**config.mk**
```make
export PLATFORM = sky130hd
export DESIGN_NAME = flmc_top
export DESIGN_NICKNAME = d
export VERILOG_FILES = /design/src/rtl/flmc_pkg.sv /design/src/rtl/flmc_i2c_slave.sv /design/src/rtl/flmc_top.sv
export SDC_FILE = /design/constraint.sdc
export NUM_CORES = 1
export LEC_CHECK = 0
export BUFFER_PORTS_ARGS = -buffer_cell sky130_fd_sc_hd__buf_4
export CAP_MARGIN = 15
export CORE_MARGIN = 5
export CORE_UTILIZATION = 35
export CTS_BUF_LIST = sky130_fd_sc_hd__clkbuf_2
export CTS_CLUSTER_DIAMETER = 100
export CTS_CLUSTER_SIZE = 28
export DETAILED_ROUTE_END_ITERATION = 8
export PLACE_DENSITY = 0.6
export SLEW_MARGIN = 30
export SYNTH_ARGS = -nofsm -noshare
export SYNTH_HDL_FRONTEND = slang
export SYNTH_HIERARCHICAL = 1
export SYNTH_SLANG_ARGS = --single-unit
```
**constraint.sdc**
```tcl
create_clock -name clk_i -period 7.3 [get_ports clk_i]
set_clock_uncertainty 0.1 [all_clocks]
set_input_delay 1.46 -clock clk_i [delete_from_list [all_inputs] [get_ports clk_i]]
set_output_delay 1.46 -clock clk_i [all_outputs]
set_load 0.02 [all_outputs]
```
**src/rtl/flmc_pkg.sv**
```systemverilog
// shared constants and types of the flash led mode control block
package flmc_pkg;
  localparam int CLK_HZ = 50_000_000;
  localparam int TMR_BASE_MS = 100;
  localparam int TMR_STEP_MS = 50;
  localparam logic [6:0] I2C_DEV_ADDR = 7'h30;
  localparam logic [7:0] SUB_ID = 8'h00;
  localparam logic [7:0] SUB_VER = 8'h01;
  localparam logic [7:0] SUB_TMR = 8'h02;
  localparam logic [7:0] SUB_CUR = 8'h03;
  localparam logic [7:0] SUB_OMODE = 8'h04;
  localparam logic [7:0] SUB_FAULT = 8'h05;
  localparam logic [7:0] SUB_INCTL = 8'h06;
  localparam logic [7:0] RST_TMR = 8'h0f;
  localparam logic [7:0] RST_CUR = 8'h61;
  localparam logic [7:0] RST_OMODE = 8'hb4;
  localparam logic [7:0] RST_FAULT = 8'h08;
  localparam logic [7:0] RST_INCTL = 8'h06;
  localparam int OM_LVL = 5;
  localparam int OM_TORCH = 4;
  localparam int OM_LEDON = 3;
  localparam int OM_STB = 2;
  localparam logic [1:0] OM_ASSIST = 2'h2;
  localparam logic [1:0] OM_FLASH = 2'h3;
  localparam int IC_POL = 2;
  localparam int IC_TXM = 1;
  localparam int FT_OVP = 7;
  localparam int FT_TMO = 4;
  localparam int FT_TWO = 3;
  localparam logic [7:0] FT_WMASK = 8'h08;
  localparam logic [8:0] MA_STEP = 9'h014;
  localparam logic [8:0] MA_LOW_BASE = 9'h014;
  localparam logic [8:0] MA_HIGH_BASE = 9'h0c8;
  localparam logic [8:0] MA_BIT_LOW_ONE = 9'h050;
  localparam logic [8:0] MA_BIT_LOW_TWO = 9'h028;
  localparam logic [8:0] MA_BIT_HIGH_ONE = 9'h1f4;
  localparam logic [8:0] MA_BIT_HIGH_TWO = 9'h140;

  typedef enum logic [1:0] {M_OFF, M_TORCH, M_ASSIST, M_FLASH} flmc_mode_t;

  typedef struct packed {
    logic uv_lock;
    logic if_sel;
    logic bit_one;
    logic bit_two;
    logic torch;
    logic strobe;
    logic tx_mask;
    logic ovp;
    logic two_led;
  } flmc_pins_t;
endpackage

```
**src/rtl/flmc_i2c_slave.sv**
```systemverilog
// i2c byte engine with auto-incrementing subaddress
`timescale 1ns/1ps
module flmc_i2c_slave
  import flmc_pkg::*;
(
  input wire logic clk_i,
  input wire logic rst_i,
  input wire logic ce_i,
  input wire logic act_i,
  input wire logic scl_i,
  input wire logic sda_i,
  input wire logic [7:0] rdata_i,
  output logic sda_oe_o,
  output logic wr_o,
  output logic ld_o,
  output logic [7:0] sub_o,
  output logic [7:0] wdata_o
);
  typedef enum logic [3:0] {
    S_IDLE, S_ADDR, S_AACK, S_SUB, S_SACK, S_WDAT, S_WACK, S_RDAT, S_RACK
  } flmc_i2c_st_t;

  flmc_i2c_st_t st_r;
  logic scl_q_r;
  logic sda_q_r;
  logic rd_r;
  logic [3:0] cnt_r;
  logic [7:0] sh_r;

  wire scl_rise = scl_i & ~scl_q_r;
  wire scl_fall = ~scl_i & scl_q_r;
  wire start = scl_i & scl_q_r & sda_q_r & ~sda_i;
  wire stop = scl_i & scl_q_r & ~sda_q_r & sda_i;
  wire rx_st = (st_r == S_ADDR) | (st_r == S_SUB) | (st_r == S_WDAT);
  wire byte_end = (cnt_r == 4'h8);
  wire addr_hit = (sh_r[7:1] == I2C_DEV_ADDR);
  // a read byte is fetched at the falling edge that opens it
  wire load_rd = ((st_r == S_AACK) & rd_r) | (st_r == S_RACK);

  always_ff @(posedge clk_i) begin
    if (rst_i) begin
      st_r <= S_IDLE;
      scl_q_r <= 1'b1;
      sda_q_r <= 1'b1;
      rd_r <= 1'b0;
      cnt_r <= 4'h0;
      sh_r <= 8'h00;
      sda_oe_o <= 1'b0;
      wr_o <= 1'b0;
      ld_o <= 1'b0;
      sub_o <= 8'h00;
      wdata_o <= 8'h00;
    end else if (ce_i) begin
      scl_q_r <= scl_i;
      sda_q_r <= sda_i;
      wr_o <= 1'b0;
      ld_o <= 1'b0;
      if (!act_i || stop) begin
        st_r <= S_IDLE;
        sda_oe_o <= 1'b0;
      end else if (start) begin
        st_r <= S_ADDR;
        cnt_r <= 4'h0;
        sda_oe_o <= 1'b0;
      end else if (rx_st && scl_rise) begin
        sh_r <= {sh_r[6:0], sda_i};
        cnt_r <= cnt_r + 4'h1;
      end else if (st_r == S_RACK && scl_rise && sda_i) begin
        st_r <= S_IDLE;
      end else if (scl_fall && load_rd) begin
        sh_r <= rdata_i;
        sda_oe_o <= ~rdata_i[7];
        ld_o <= 1'b1;
        sub_o <= sub_o + 8'h01;
        cnt_r <= 4'h0;
        st_r <= S_RDAT;
      end else if (scl_fall) begin
        case (st_r)
          S_ADDR: begin
            if (byte_end) begin
              sda_oe_o <= addr_hit;
              rd_r <= sh_r[0];
              st_r <= addr_hit ? S_AACK : S_IDLE;
            end
          end
          S_SUB: begin
            if (byte_end) begin
              sub_o <= sh_r;
              sda_oe_o <= 1'b1;
              st_r <= S_SACK;
            end
          end
          S_WDAT: begin
            if (byte_end) begin
              wdata_o <= sh_r;
              wr_o <= 1'b1;
              sda_oe_o <= 1'b1;
              st_r <= S_WACK;
            end
          end
          S_AACK: begin
            sda_oe_o <= 1'b0;
            cnt_r <= 4'h0;
            st_r <= S_SUB;
          end
          S_SACK: begin
            sda_oe_o <= 1'b0;
            cnt_r <= 4'h0;
            st_r <= S_WDAT;
          end
          S_WACK: begin
            sda_oe_o <= 1'b0;
            cnt_r <= 4'h0;
            sub_o <= sub_o + 8'h01;
            st_r <= S_WDAT;
          end
          S_RDAT: begin
            if (cnt_r == 4'h7) begin
              sda_oe_o <= 1'b0;
              st_r <= S_RACK;
            end else begin
              sh_r <= {sh_r[6:0], 1'b0};
              sda_oe_o <= ~sh_r[6];
              cnt_r <= cnt_r + 4'h1;
            end
          end
          default: st_r <= st_r;
        endcase
      end
    end
  end
endmodule

```
**src/rtl/flmc_top.sv**
```systemverilog
// flash led mode control: pin sync, mode decode, registers, flash timer, faults
// Notes on behaviour
// - select pin picks i2c or two-bit control
// - overvoltage turns led off, records fault
// - assist may go straight to flash
// - torch and assist share one current
// - bits decode off, assist, reserved, flash
// - bits low: torch request picks torch
// - two-bit low current 80 or 40
// - two-bit flash current 500 or 320
// - transmit limit drops flash to assist current
// - i2c address 0x60 write, 0x61 read
// - i2c torch needs enable bit; 20-160 mA
// - i2c flash current from register, 200-500
// - undervoltage returns all registers to defaults
// - subaddress byte first, each byte acknowledged
// - writes auto-increment subaddress until stop
// - reads auto-increment subaddress until the host's nack or a stop
// - level strobe flash timeout raises fault
// - bit 0 least, bit 7 most significant
// - read-only design id at 0x00
// - fault shuts down; reading 0x05 clears
// - two-bit mode: both mode bits and torch request low clears fault
// - mode field standby, reserved, assist, flash
`timescale 1ns/1ps
module flmc_top
  import flmc_pkg::*;
#(
  parameter logic [7:0] DESIGN_ID = 8'h5a, // arbitrary value
  parameter logic [7:0] VERSION_ID = 8'h01, // arbitrary value
  parameter int TMR_BASE_CYC = TMR_BASE_MS * (CLK_HZ / 1000),
  parameter int TMR_STEP_CYC = TMR_STEP_MS * (CLK_HZ / 1000)
) (
  input wire logic clk_i,
  input wire logic sys_rst_i,
  input wire logic clk_en_i,
  input wire logic undervoltage_lockout_i,
  input wire logic interface_select_i,
  input wire logic mode_bit_one_i,
  input wire logic mode_bit_two_i,
  output logic mode_bit_two_o,
  output logic mode_bit_two_oe_o,
  input wire logic continuous_light_request_i,
  input wire logic flash_trigger_i,
  output logic flash_trigger_o,
  output logic flash_trigger_oe_o,
  input wire logic transmit_burst_limit_i,
  input wire logic boost_output_sense_ovp_i,
  input wire logic two_led_detect_i,
  output flmc_mode_t led_mode_o,
  output logic [8:0] led_current_ma_o
);
  flmc_pins_t pin_raw;
  flmc_pins_t pin_meta_r;
  flmc_pins_t pin_r;
  logic [7:0] tmr_r;
  logic [7:0] cur_r;
  logic [7:0] omode_r;
  logic [7:0] fault_r;
  logic [7:0] inctl_r;
  logic stb_prev_r;
  logic edge_lat_r;
  logic tmo_r;
  logic [25:0] tcnt_r;
  flmc_mode_t mode_r;
  flmc_mode_t mode_nxt;
  logic [8:0] cur_ma_r;
  logic [8:0] cur_nxt;
  logic stb_o_r;
  logic stb_oe_r;
  logic sl_wr;
  logic sl_ld;
  logic [7:0] sl_sub;
  logic [7:0] sl_wdata;
  logic [7:0] rdata;

  assign pin_raw = {undervoltage_lockout_i, interface_select_i, mode_bit_one_i,
    mode_bit_two_i, continuous_light_request_i, flash_trigger_i,
    transmit_burst_limit_i, boost_output_sense_ovp_i, two_led_detect_i};

  // every pin is asynchronous to clk_i; nothing reads pin_meta_r but pin_r
  always_ff @(posedge clk_i) begin
    if (sys_rst_i) begin
      pin_meta_r <= '0;
      pin_r <= '0;
    end else if (clk_en_i) begin
      pin_meta_r <= pin_raw;
      pin_r <= pin_meta_r;
    end
  end

  // undervoltage acts as a synchronous reset of all control state
  wire rst_all = sys_rst_i | pin_r.uv_lock;
  wire i2c_mode = pin_r.if_sel;

  flmc_i2c_slave u_i2c (
    .clk_i(clk_i),
    .rst_i(rst_all),
    .ce_i(clk_en_i),
    .act_i(i2c_mode),
    .scl_i(pin_r.bit_one),
    .sda_i(pin_r.bit_two),
    .rdata_i(rdata),
    .sda_oe_o(mode_bit_two_oe_o),
    .wr_o(sl_wr),
    .ld_o(sl_ld),
    .sub_o(sl_sub),
    .wdata_o(sl_wdata)
  );
  assign mode_bit_two_o = 1'b0;

  // register write decode; id, version and unmapped addresses take no write
  wire wr_tmr = sl_wr & (sl_sub == SUB_TMR);
  wire wr_cur = sl_wr & (sl_sub == SUB_CUR);
  wire wr_omode = sl_wr & (sl_sub == SUB_OMODE);
  wire wr_fault = sl_wr & (sl_sub == SUB_FAULT);
  wire wr_inctl = sl_wr & (sl_sub == SUB_INCTL);
  // the engine has already stepped the subaddress when it signals a load
  wire [7:0] ld_sub = sl_sub - 8'h01;
  wire fault_rd = sl_ld & (ld_sub == SUB_FAULT);

  always_comb begin
    case (sl_sub)
      SUB_ID: rdata = DESIGN_ID;
      SUB_VER: rdata = VERSION_ID;
      SUB_TMR: rdata = tmr_r;
      SUB_CUR: rdata = {cur_r[7:4], 1'b0, cur_r[2:0]};
      SUB_OMODE: rdata = omode_r;
      SUB_FAULT: rdata = {fault_r[FT_OVP], 2'b00, fault_r[FT_TMO], fault_r[FT_TWO], 3'b000};
      SUB_INCTL: rdata = {5'b00000, inctl_r[2:1], 1'b0};
      default: rdata = 8'h00;
    endcase
  end

  // all fields use bit 0 as lsb, as written on the wire msb first
  always_ff @(posedge clk_i) begin
    if (rst_all) begin
      tmr_r <= RST_TMR;
      cur_r <= RST_CUR;
      omode_r <= RST_OMODE;
      inctl_r <= RST_INCTL;
    end else if (clk_en_i) begin
      if (wr_tmr) tmr_r <= sl_wdata;
      if (wr_cur) cur_r <= sl_wdata;
      if (wr_omode) omode_r <= sl_wdata;
      if (wr_inctl) inctl_r <= sl_wdata;
    end
  end

  // strobe sensing: polarity bit chooses which level or edge is active
  wire stb_act = (pin_r.strobe == inctl_r[IC_POL]);
  wire stb_edge = stb_act & ~stb_prev_r;
  wire stb_en = omode_r[OM_STB];
  wire lvl_mode = omode_r[OM_LVL];
  wire lvl_flash = i2c_mode & stb_en & lvl_mode & stb_act;
  wire led_on = omode_r[OM_LEDON];
  wire sw_flash = led_on & (omode_r[1:0] == OM_FLASH);
  wire sw_assist = led_on & (omode_r[1:0] == OM_ASSIST);
  wire flash_req = sw_flash | lvl_flash | edge_lat_r;

  wire [25:0] tmr_limit = 26'(TMR_BASE_CYC + TMR_STEP_CYC * int'(tmr_r[3:0]));
  wire tmo_hit = i2c_mode & (mode_r == M_FLASH) & (tcnt_r == tmr_limit);
  wire tmo_fault = tmo_hit & lvl_flash;
  wire fault_any = fault_r[FT_OVP] | fault_r[FT_TMO];
  wire bits_idle = ~pin_r.bit_one & ~pin_r.bit_two & ~pin_r.torch;
  wire fault_clr = i2c_mode ? fault_rd : bits_idle;

  // set wins over a clear arriving in the same cycle
  always_ff @(posedge clk_i) begin
    if (rst_all) begin
      fault_r <= RST_FAULT;
    end else if (clk_en_i) begin
      fault_r[FT_OVP] <= pin_r.ovp | (fault_r[FT_OVP] & ~fault_clr);
      fault_r[FT_TMO] <= tmo_fault | (fault_r[FT_TMO] & ~fault_clr);
      if (wr_fault) fault_r[FT_TWO] <= sl_wdata[FT_TWO];
    end
  end

  // flash timer; edge flash ends on expiry, level flash faults
  always_ff @(posedge clk_i) begin
    if (rst_all) begin
      stb_prev_r <= 1'b0;
      edge_lat_r <= 1'b0;
      tmo_r <= 1'b0;
      tcnt_r <= '0;
    end else if (clk_en_i) begin
      stb_prev_r <= stb_act;
      if (!i2c_mode || tmo_hit || fault_any) edge_lat_r <= 1'b0;
      else if (stb_en && !lvl_mode && stb_edge) edge_lat_r <= 1'b1;
      if (tmo_hit) tmo_r <= 1'b1;
      else if (!flash_req) tmo_r <= 1'b0;
      if (mode_r != M_FLASH) tcnt_r <= '0;
      else if (!tmo_hit) tcnt_r <= tcnt_r + 26'h1;
    end
  end

  // mode selection
  wire [1:0] bits = {pin_r.bit_one, pin_r.bit_two};
  always_comb begin
    mode_nxt = M_OFF;
    if (fault_any) begin
      mode_nxt = M_OFF;
    end else if (i2c_mode) begin
      if (flash_req && !tmo_r && !tmo_hit) mode_nxt = M_FLASH;
      else if (sw_assist) mode_nxt = M_ASSIST;
      else if (pin_r.torch && omode_r[OM_TORCH]) mode_nxt = M_TORCH;
    end else begin
      case (bits)
        2'b01: mode_nxt = M_ASSIST;
        2'b11: mode_nxt = M_FLASH;
        2'b00: mode_nxt = pin_r.torch ? M_TORCH : M_OFF;
        default: mode_nxt = M_OFF;
      endcase
    end
  end

  // current selection; torch and assist share the low setting
  wire two_bits = pin_r.two_led;
  wire [8:0] low_i2c = MA_LOW_BASE + MA_STEP * {6'h00, cur_r[2:0]};
  wire [8:0] high_i2c = MA_HIGH_BASE + MA_STEP * {5'h00, cur_r[7:4]};
  wire [8:0] low_bits = two_bits ? MA_BIT_LOW_TWO : MA_BIT_LOW_ONE;
  wire [8:0] high_bits = two_bits ? MA_BIT_HIGH_TWO : MA_BIT_HIGH_ONE;
  wire [8:0] low_ma = i2c_mode ? low_i2c : low_bits;
  wire [8:0] high_ma = i2c_mode ? high_i2c : high_bits;
  wire tx_cut = pin_r.tx_mask & (~i2c_mode | inctl_r[IC_TXM]);

  always_comb begin
    case (mode_nxt)
      M_FLASH: cur_nxt = tx_cut ? low_ma : high_ma;
      M_TORCH: cur_nxt = low_ma;
      M_ASSIST: cur_nxt = low_ma;
      default: cur_nxt = 9'h000;
    endcase
  end

  always_ff @(posedge clk_i) begin
    if (rst_all) begin
      mode_r <= M_OFF;
      cur_ma_r <= 9'h000;
      stb_o_r <= 1'b0;
      stb_oe_r <= 1'b0;
    end else if (clk_en_i) begin
      mode_r <= mode_nxt;
      cur_ma_r <= cur_nxt;
      stb_o_r <= pin_r.two_led;
      stb_oe_r <= ~i2c_mode;
    end
  end

  // in two-bit mode the trigger pin reports the led count instead
  assign flash_trigger_o = stb_o_r;
  assign flash_trigger_oe_o = stb_oe_r;
  assign led_mode_o = mode_r;
  assign led_current_ma_o = cur_ma_r;
endmodule

```
## After elaboration in Yosys (flattened, before gate mapping)

Index checks and enable logic that the tools add are counted.

| storage, ports and cells | value |
|---|---|
| register bits after elaboration | 128 |
| latch bits | 0 |
| memory bits (writable) | 0 |
| ROM bits | 0 |
| input bits | 12 |
| output and inout port bits | 15 |
| logic and storage cells | 271 |
| memories | 0 |

| cells by class | value |
|---|---|
| add/sub/neg operators | 7 |
| multiply operators | 3 |
| div/mod/pow operators | 0 |
| $lt $le $gt $ge | 0 |
| equality and inequality tests | 44 |
| shifts and indexed selects | 0 |
| mux-type cells | 73 |
| bitwise logic cells | 53 |
| reduce and logical (&&, ||, !) cells | 48 |

Operator list:

| cell | number |
|---|---|
| $mux 8 | 10 |
| $mux 4 | 16 |
| $pmux 8 s7 | 1 |
| $mux 26 | 2 |
| $eq 8x3->1 const B | 4 |
| $mux 1 | 29 |
| $and 1x1->1 | 28 |
| $mux 9 | 3 |
| $add 23x26->26 const A | 1 |
| $add 26x1->26 const B | 1 |
| $eq 26x26->1 | 1 |
| $pmux 4 s6 | 1 |
| $mul 17x4->21 const A | 1 |
| $eq 4x3->1 const B | 5 |
| $ne 6x4->1 const B | 3 |
| $pmux 9 s2 | 1 |
| $reduce_and 9->1 | 2 |
| $eq 8x2->1 const B | 2 |
| $pmux 8 s2 | 1 |
| $reduce_and 2->1 | 8 |
| $reduce_and 8->1 | 2 |
| $not 1->1 | 15 |
| $reduce_and 7->1 | 2 |
| $eq 2x2->1 const B | 6 |
| 42 further kinds | 83 |

## Depth between registers and ports, before layout

| depth | value |
|---|---|
| word-level depth | 13 |
| depth in mapped cells | 27 |

## Modules after synthesis

The synthesis kept the hierarchy.

Modules (own cells, without submodules):

| module | instances | cells an instance | area each (um^2) | sequential area each (um^2) |
|---|---|---|---|---|
| flmc_top | 1 | 779 | 6198.4 | 1721.7 |
| flmc_i2c_slave | 1 | 284 | 2242.2 | 760.7 |

## Worst setup path after synthesis

Ideal clock, no wire load.

| timing | value |
|---|---|
| path type | reg-to-reg |
| start | register tmr_r[2] |
| end | register cur_ma_r[7] (netlist: led_current_ma_o[7]) |
| library setup time | 0.127 ns |
| arrival time | 5.758 ns |
| required time | 7.073 ns |
| setup slack | 1.314 ns |
| cell stages (with the launch flop) | 24 |
| path buffers | 2 |
| cells stage by stage | dfxtp_1 clkbuf_1 clkinv_1 ha_1 inv_1 fa_1 ha_1 a21oi_2 o211a_1 or3_4 a211o_4 or3_1 or2_0 a311oi_1 nand4b_1 buf_4 o31ai_2 inv_1 ha_1 a31oi_1 o22ai_1 a21o_1 a22oi_1 nor2_1 |

| between the ends | value |
|---|---|
| longest elaborated chain between the ends | 12 |
| elaborated cells on any way between the ends | 14 |
| classes of those cells | 1 x add/sub; 1 x mul; 4 x eq/ne; 4 x mux; 1 x bitwise; 3 x reduce/logical |

RTL lines:

| item | RTL line | text |
|---|---|---|
| start: declaration | flmc_top.sv:56 | `logic [7:0] tmr_r;` |
| start signal: assignment | flmc_top.sv:143 | `if (wr_tmr) tmr_r <= sl_wdata;` |
| $mul 17x4->21 * | flmc_top.sv:161 | `wire [25:0] tmr_limit = 26'(TMR_BASE_CYC + TMR_STEP_CYC * int'(tmr_r[3:0]));` |
| $add 23x26->26 * | flmc_top.sv:161 |  |
| $eq 26x26->1 * | flmc_top.sv:162 | `wire tmo_hit = i2c_mode & (mode_r == M_FLASH) & (tcnt_r == tmr_limit);` |
| $and 1x1->1 * | flmc_top.sv:162 |  |
| $logic_not 1->1 * | flmc_top.sv:204 | `if (flash_req && !tmo_r && !tmo_hit) mode_nxt = M_FLASH;` |
| $logic_and 1x1->1 * | flmc_top.sv:204 |  |
| $mux 2 * | flmc_top.sv:204 |  |
| $mux 2 * | flmc_top.sv:203 | `end else if (i2c_mode) begin` |
| $mux 2 * | flmc_top.sv:201 | `if (fault_any) begin` |
| via mode_nxt[0] | flmc_top.sv:66 | `flmc_mode_t mode_nxt;` |
| $eq 2x2->1 / $eq 2x1->1 (equally long branches) | flmc_top.sv:228 | `case (mode_nxt)` |
| $reduce_or 2->1 (no source line) | n/a |  |
| $pmux 9 s2 * | flmc_top.sv:228 |  |
| end signal: assignment | flmc_top.sv:244 | `cur_ma_r <= cur_nxt;` |
| end: declaration | flmc_top.sv:67 | `logic [8:0] cur_ma_r;` |

Mark *: on every way through the listed nets, which the timed path passes. The rest lies on a longest branch.
A chain may end at the register's enable or synchronous reset.

## Final worst setup path

| timing | value |
|---|---|
| start | register tmr_r[2] |
| end | register cur_ma_r[3] (netlist: led_current_ma_o[3]) |

The elaborated chain is that of the path after synthesis.

==> summary.md <==
| Metric | Value |
|---|---|
| Initial DRC count | `496` |
| Starting utilization of the core area | `approximately 36%` |
| FF-to-FF path depth | `23` |
| Most frequent CP cell | `ha_1` |
| Warnings, synthesis | `6` |
| Number of DRC violations after detailed routing | `0` |
| TritonCTS clock tree | `done` |
| Max-capacitance violation count | `0` |
| Number of nets still failing antenna checks after routing | `0` |
| Layout cells sized above 1 | `8.606%` |
| CP endpoint | `led_current_ma_o[3]` |
| Final Non-Filler Cells | `~1,400` |
| Async S/R FF share, synth | `0%` |
| Final antenna diode count | `0` |
| Antenna violations before repair | `0` |
| Remaining global-route overflow | `0` |
| Clock H-tree levels | `4` |
| Final core utilization | `about two fifths` |
| HPWL after detailed placement | `15.73 mm` |
| Maximum net fanout on the critical path | `13` |
| Number of nets at the end of the flow | `1,113` |
| Final setup violation count | `0` |
| Final estimated routing congestion in global placement | `just under 0.9` |
| Result of the run | `complete, no violations` |
| Number of synthesized flops with an enable pin | `0` |
| Clock period minus final worst setup slack | `about 6.7 ns` |
| # placed instances | `1,356` |
| Wire length of the first global-routing pass | `around 36 mm` |
| Maximum clock frequency | `approximately 150 MHz` |
| Critical path startpoint | `tmr_r[2]` |
| Longest Clk Path Bufs | `2` |
| Worst Path Required | `7.82 ns` |
| # Post-CTS Setup Buffers | `0` |
| Slowest stage cell, crit path | `dfxtp_1` |
| Most used cells in the layout excluding fill and tap cells | `dfxtp_1, nand2_1, nor2_1, a21oi_1, mux2i_1` |
| Vias in the first global route | `7,406` |
| Worst Path Arrival | `roughly 7.2 ns` |
| Placeable Area | `roughly 24,000 µm²` |
| Share of the synthesized area in the top cell type | `29.41%` |
| Cell Chain, Critical Path | `clkinv_1, ha_1, inv_1, fa_1, ha_1, a211oi_1, o211a_1, o221ai_1, a211o_4, or3_1, or2_0, a311oi_1, nand4b_1, buf_4, o21ai_0, inv_1, ha_1, a31oi_2, o22ai_1, nand2_1, o21ai_0, a22oi_1, nor2_1` |
| Flop and latch count out of synthesis | `between 100 and 150` |
| Fin Setup TNS | `0 ns` |
| Commonest register cell after synthesis | `dfxtp_1` |
| Slew margin rel. | `between 30 and 40%` |
| Startpoint of the worst-slack reg-to-reg timing path | `tmr_r[2]` |
| Cell taking the most area after synthesis | `dfxtp_1` |
| Sinks on the clock net | `about 120` |
| Mapped Area | `~8400 µm²` |
| Hold violation total from the final report | `0` |
| Number of vias per cell | `between 5 and 6` |
| Worst setup path category | `reg2reg` |
| Number of standard-cell rows in the floorplan | `between 50 and 60` |
| Die footprint | `27,320 µm²` |
| Horiz. Die Dim | `between 150 and 200 µm` |
| Proportion of synthesized chip area in sequential cells | `slightly below 30%` |
| Cell count after synthesis | `approximately 1,100` |
| Count of pins over their slew limit | `0` |
| Detailed-routing iteration count for the pre-antenna-repair pass | `5` |
| Dominant cells by area after synthesis | `dfxtp_1, ha_1, nand2_1` |
| Source-to-sink clock delay at the later pin of the worst-skew pair | `approximately 0.71 ns` |
| Longest individual stage delay on the worst path | `0.65 ns` |
| Total detailed-routing wirelength | `around 22 mm` |
| Library cells used by synthesis | `between 80 and 90` |
| I/O Pins | `27` |
| Area growth from synthesis to layout | `6.863%` |
| Layout Cell Area excl Fill | `about 9000 µm²` |
| Avg Synthesized Cell Area | `a little under 8 µm²` |
| R2r setup slk | `between 0.6 and 0.7 ns` |
| Final period utilization | `between 90% and 100%` |
| Worst Max-Slew Pin Slew | `~0.9 ns` |
| Min-Delay Path Class | `reg2reg` |
| Pin count of the biggest net entering global routing | `between 50 and 60` |
| Total cell area at the placement stage | `8812 µm²` |
| RSZ-0062 raised after global routing | `no` |
| Kind of start point of the critical path | `flip-flop` |
| Filler cell count in the final layout | `around 2,500` |
| Overall die height | `approximately 170 µm` |
| Clock Tree Root | `clkbuf_2` |
| Clock input transition at the sequential cells of the worst setup and hold paths | `0.22 ns` |
| DR vias | `7,706` |
| Total of buffers placed on input and output ports | `23` |
| Number of buffers added by the clock tree synthesis step | `17` |
| Leak | `about 3.4 nW` |
| Endpoint of the most critical register-to-register path | `led_current_ma_o[3]` |
| Post-DR wirelength/cell | `around 16 µm` |
| Ratio of total power to cell area | `about 130 nW/µm²` |
| Category of the worst setup path capture point | `flip-flop` |
| Most common cell after layout, fill and taps aside | `dfxtp_1` |
| Global-route usage over all layers | `16.20%` |
| Worst-case vdd ir drop | `between 0.09 and 0.1 mV` |
[routing by layer]
layer  vias to the layer above  global-route usage (%)  part of all wire, %
met1                      3612                   21.48                   47
met2                       197                   26.34                   47
met5                         -                       0                    0
met4                         0                   6.074                  2.4
met3                        37                   2.904                  4.4
li1                       3860                       -                    -
[final cells by class]
class / count / area, µm² / share of cell area (%)
Timing Repair Buffer: 31 / 232.7 / 2.580
Inverter: 42 / 157.7 / 1.748
Tap cell: 319 / 399.1 / 4.425
Clock buffer: 18 / 90.09 / 0.9988
Clock inverter: 14 / 111.4 / 1.235
Sequential cell: 124 / 2482 / 27.52
Multi-Input combinational cell: 840 / 5547 / 61.49
[worst min path at each step]
stage | start | endpoint | depth (start not counted)
6_report | tmr_r[7] | tmr_r[7] | 2
5_1_grt | omode_r[6] | omode_r[6] | 2
4_1_cts | tmr_r[7] | tmr_r[7] | 2
3_5_place_dp | tmr_r[7] | tmr_r[7] | 2
3_3_place_gp | tmr_r[7] | tmr_r[7] | 2
2_1_floorplan | tmr_r[5] | tmr_r[5] | 2
[per-stage QoR]
stage               power [mW]  setup WS [ns]  hold slack, ns
global route             1.210        0.05283          0.3972
finish                   1.152         0.6068          0.3778
detailed placement      0.7730         0.4608          0.3543
floorplan               0.7532          1.314          0.3357
global placement        0.7729         0.6741          0.3426
CTS                      1.171         0.4381          0.3770
[cell usage after synthesis (all sizes together), types with 6 or more instances]
cell / instances
a211oi: 14
a21o: 6
a21oi: 66
a22oi: 7
a311oi: 9
a31o: 6
a31oi: 14
and2: 8
and3: 16
buf: 21
clkbuf: 38
dfxtp: 124
ha: 42
inv: 41
mux2i: 46
nand2: 123
nand2b: 11
nand3: 36
nand4: 11
nor2: 116
nor2b: 8
nor3: 19
o211ai: 21
o21a: 6
o21ai: 41
o22ai: 11
o32ai: 7
or3: 20
xnor2: 31
xor2: 24
[worst max-delay path, delay by kind of cell, from the launching register on]
family	cells	cell delay, ns
and+or+nand+nor	5	0.84
adders and majority gates	4	1.36
DFF	1	0.65
buffers and inverters	4	0.74
AOI/OAI and AO/OA	10	2.95
[report_power, final]
group	total, mW	internal, mW	switching [mW]
sequential	0.692	0.685	0.00678
combinational	0.0681	0.0228	0.0453
clock	0.392	0.0954	0.296
[sequential cells by signal (all words and copies together), names as in the netlist, 2 cells and up]
name              count
tcnt_r               26
omode_r               8
led_current_ma_o      7
u_i2c/wdata_o         8
cur_r                 7
pin_r                 5
fault_r               3
inctl_r               2
tmr_r                 8
u_i2c/st_r            4
bits                  2
led_mode_o            2
u_i2c/sub_o           8
pin_meta_r            9
u_i2c/cnt_r           4
u_i2c/sh_r            8
[timing repair]
| action | CTS | global route |
|---|---|---|
| gates resized for setup | 0 | 1 |
| hold buffers | 0 | 0 |
| endpoints found under the setup margin | 0 | 6 |
| endpoints found under the hold margin | 0 | 0 |
[kinds of logic (layout without fill, tap and decap cells)]
group                    after synthesis  after routing  share of synthesized area (%)
XOR/XNOR                              58             58                          6.507
flip-flops                           124            124                          29.41
buffers and inverters                101            105                          5.040
other                                  1              3                        0.04443
adder cells (fa/ha/maj)               45             45                          6.937
AO/OA/AOI/OAI                        276            276                          23.01
AND/OR/NAND/NOR                      410            410                          23.33
multiplexers                          48             48                          5.722
Note: power is estimated with default switching activity, not from simulation.
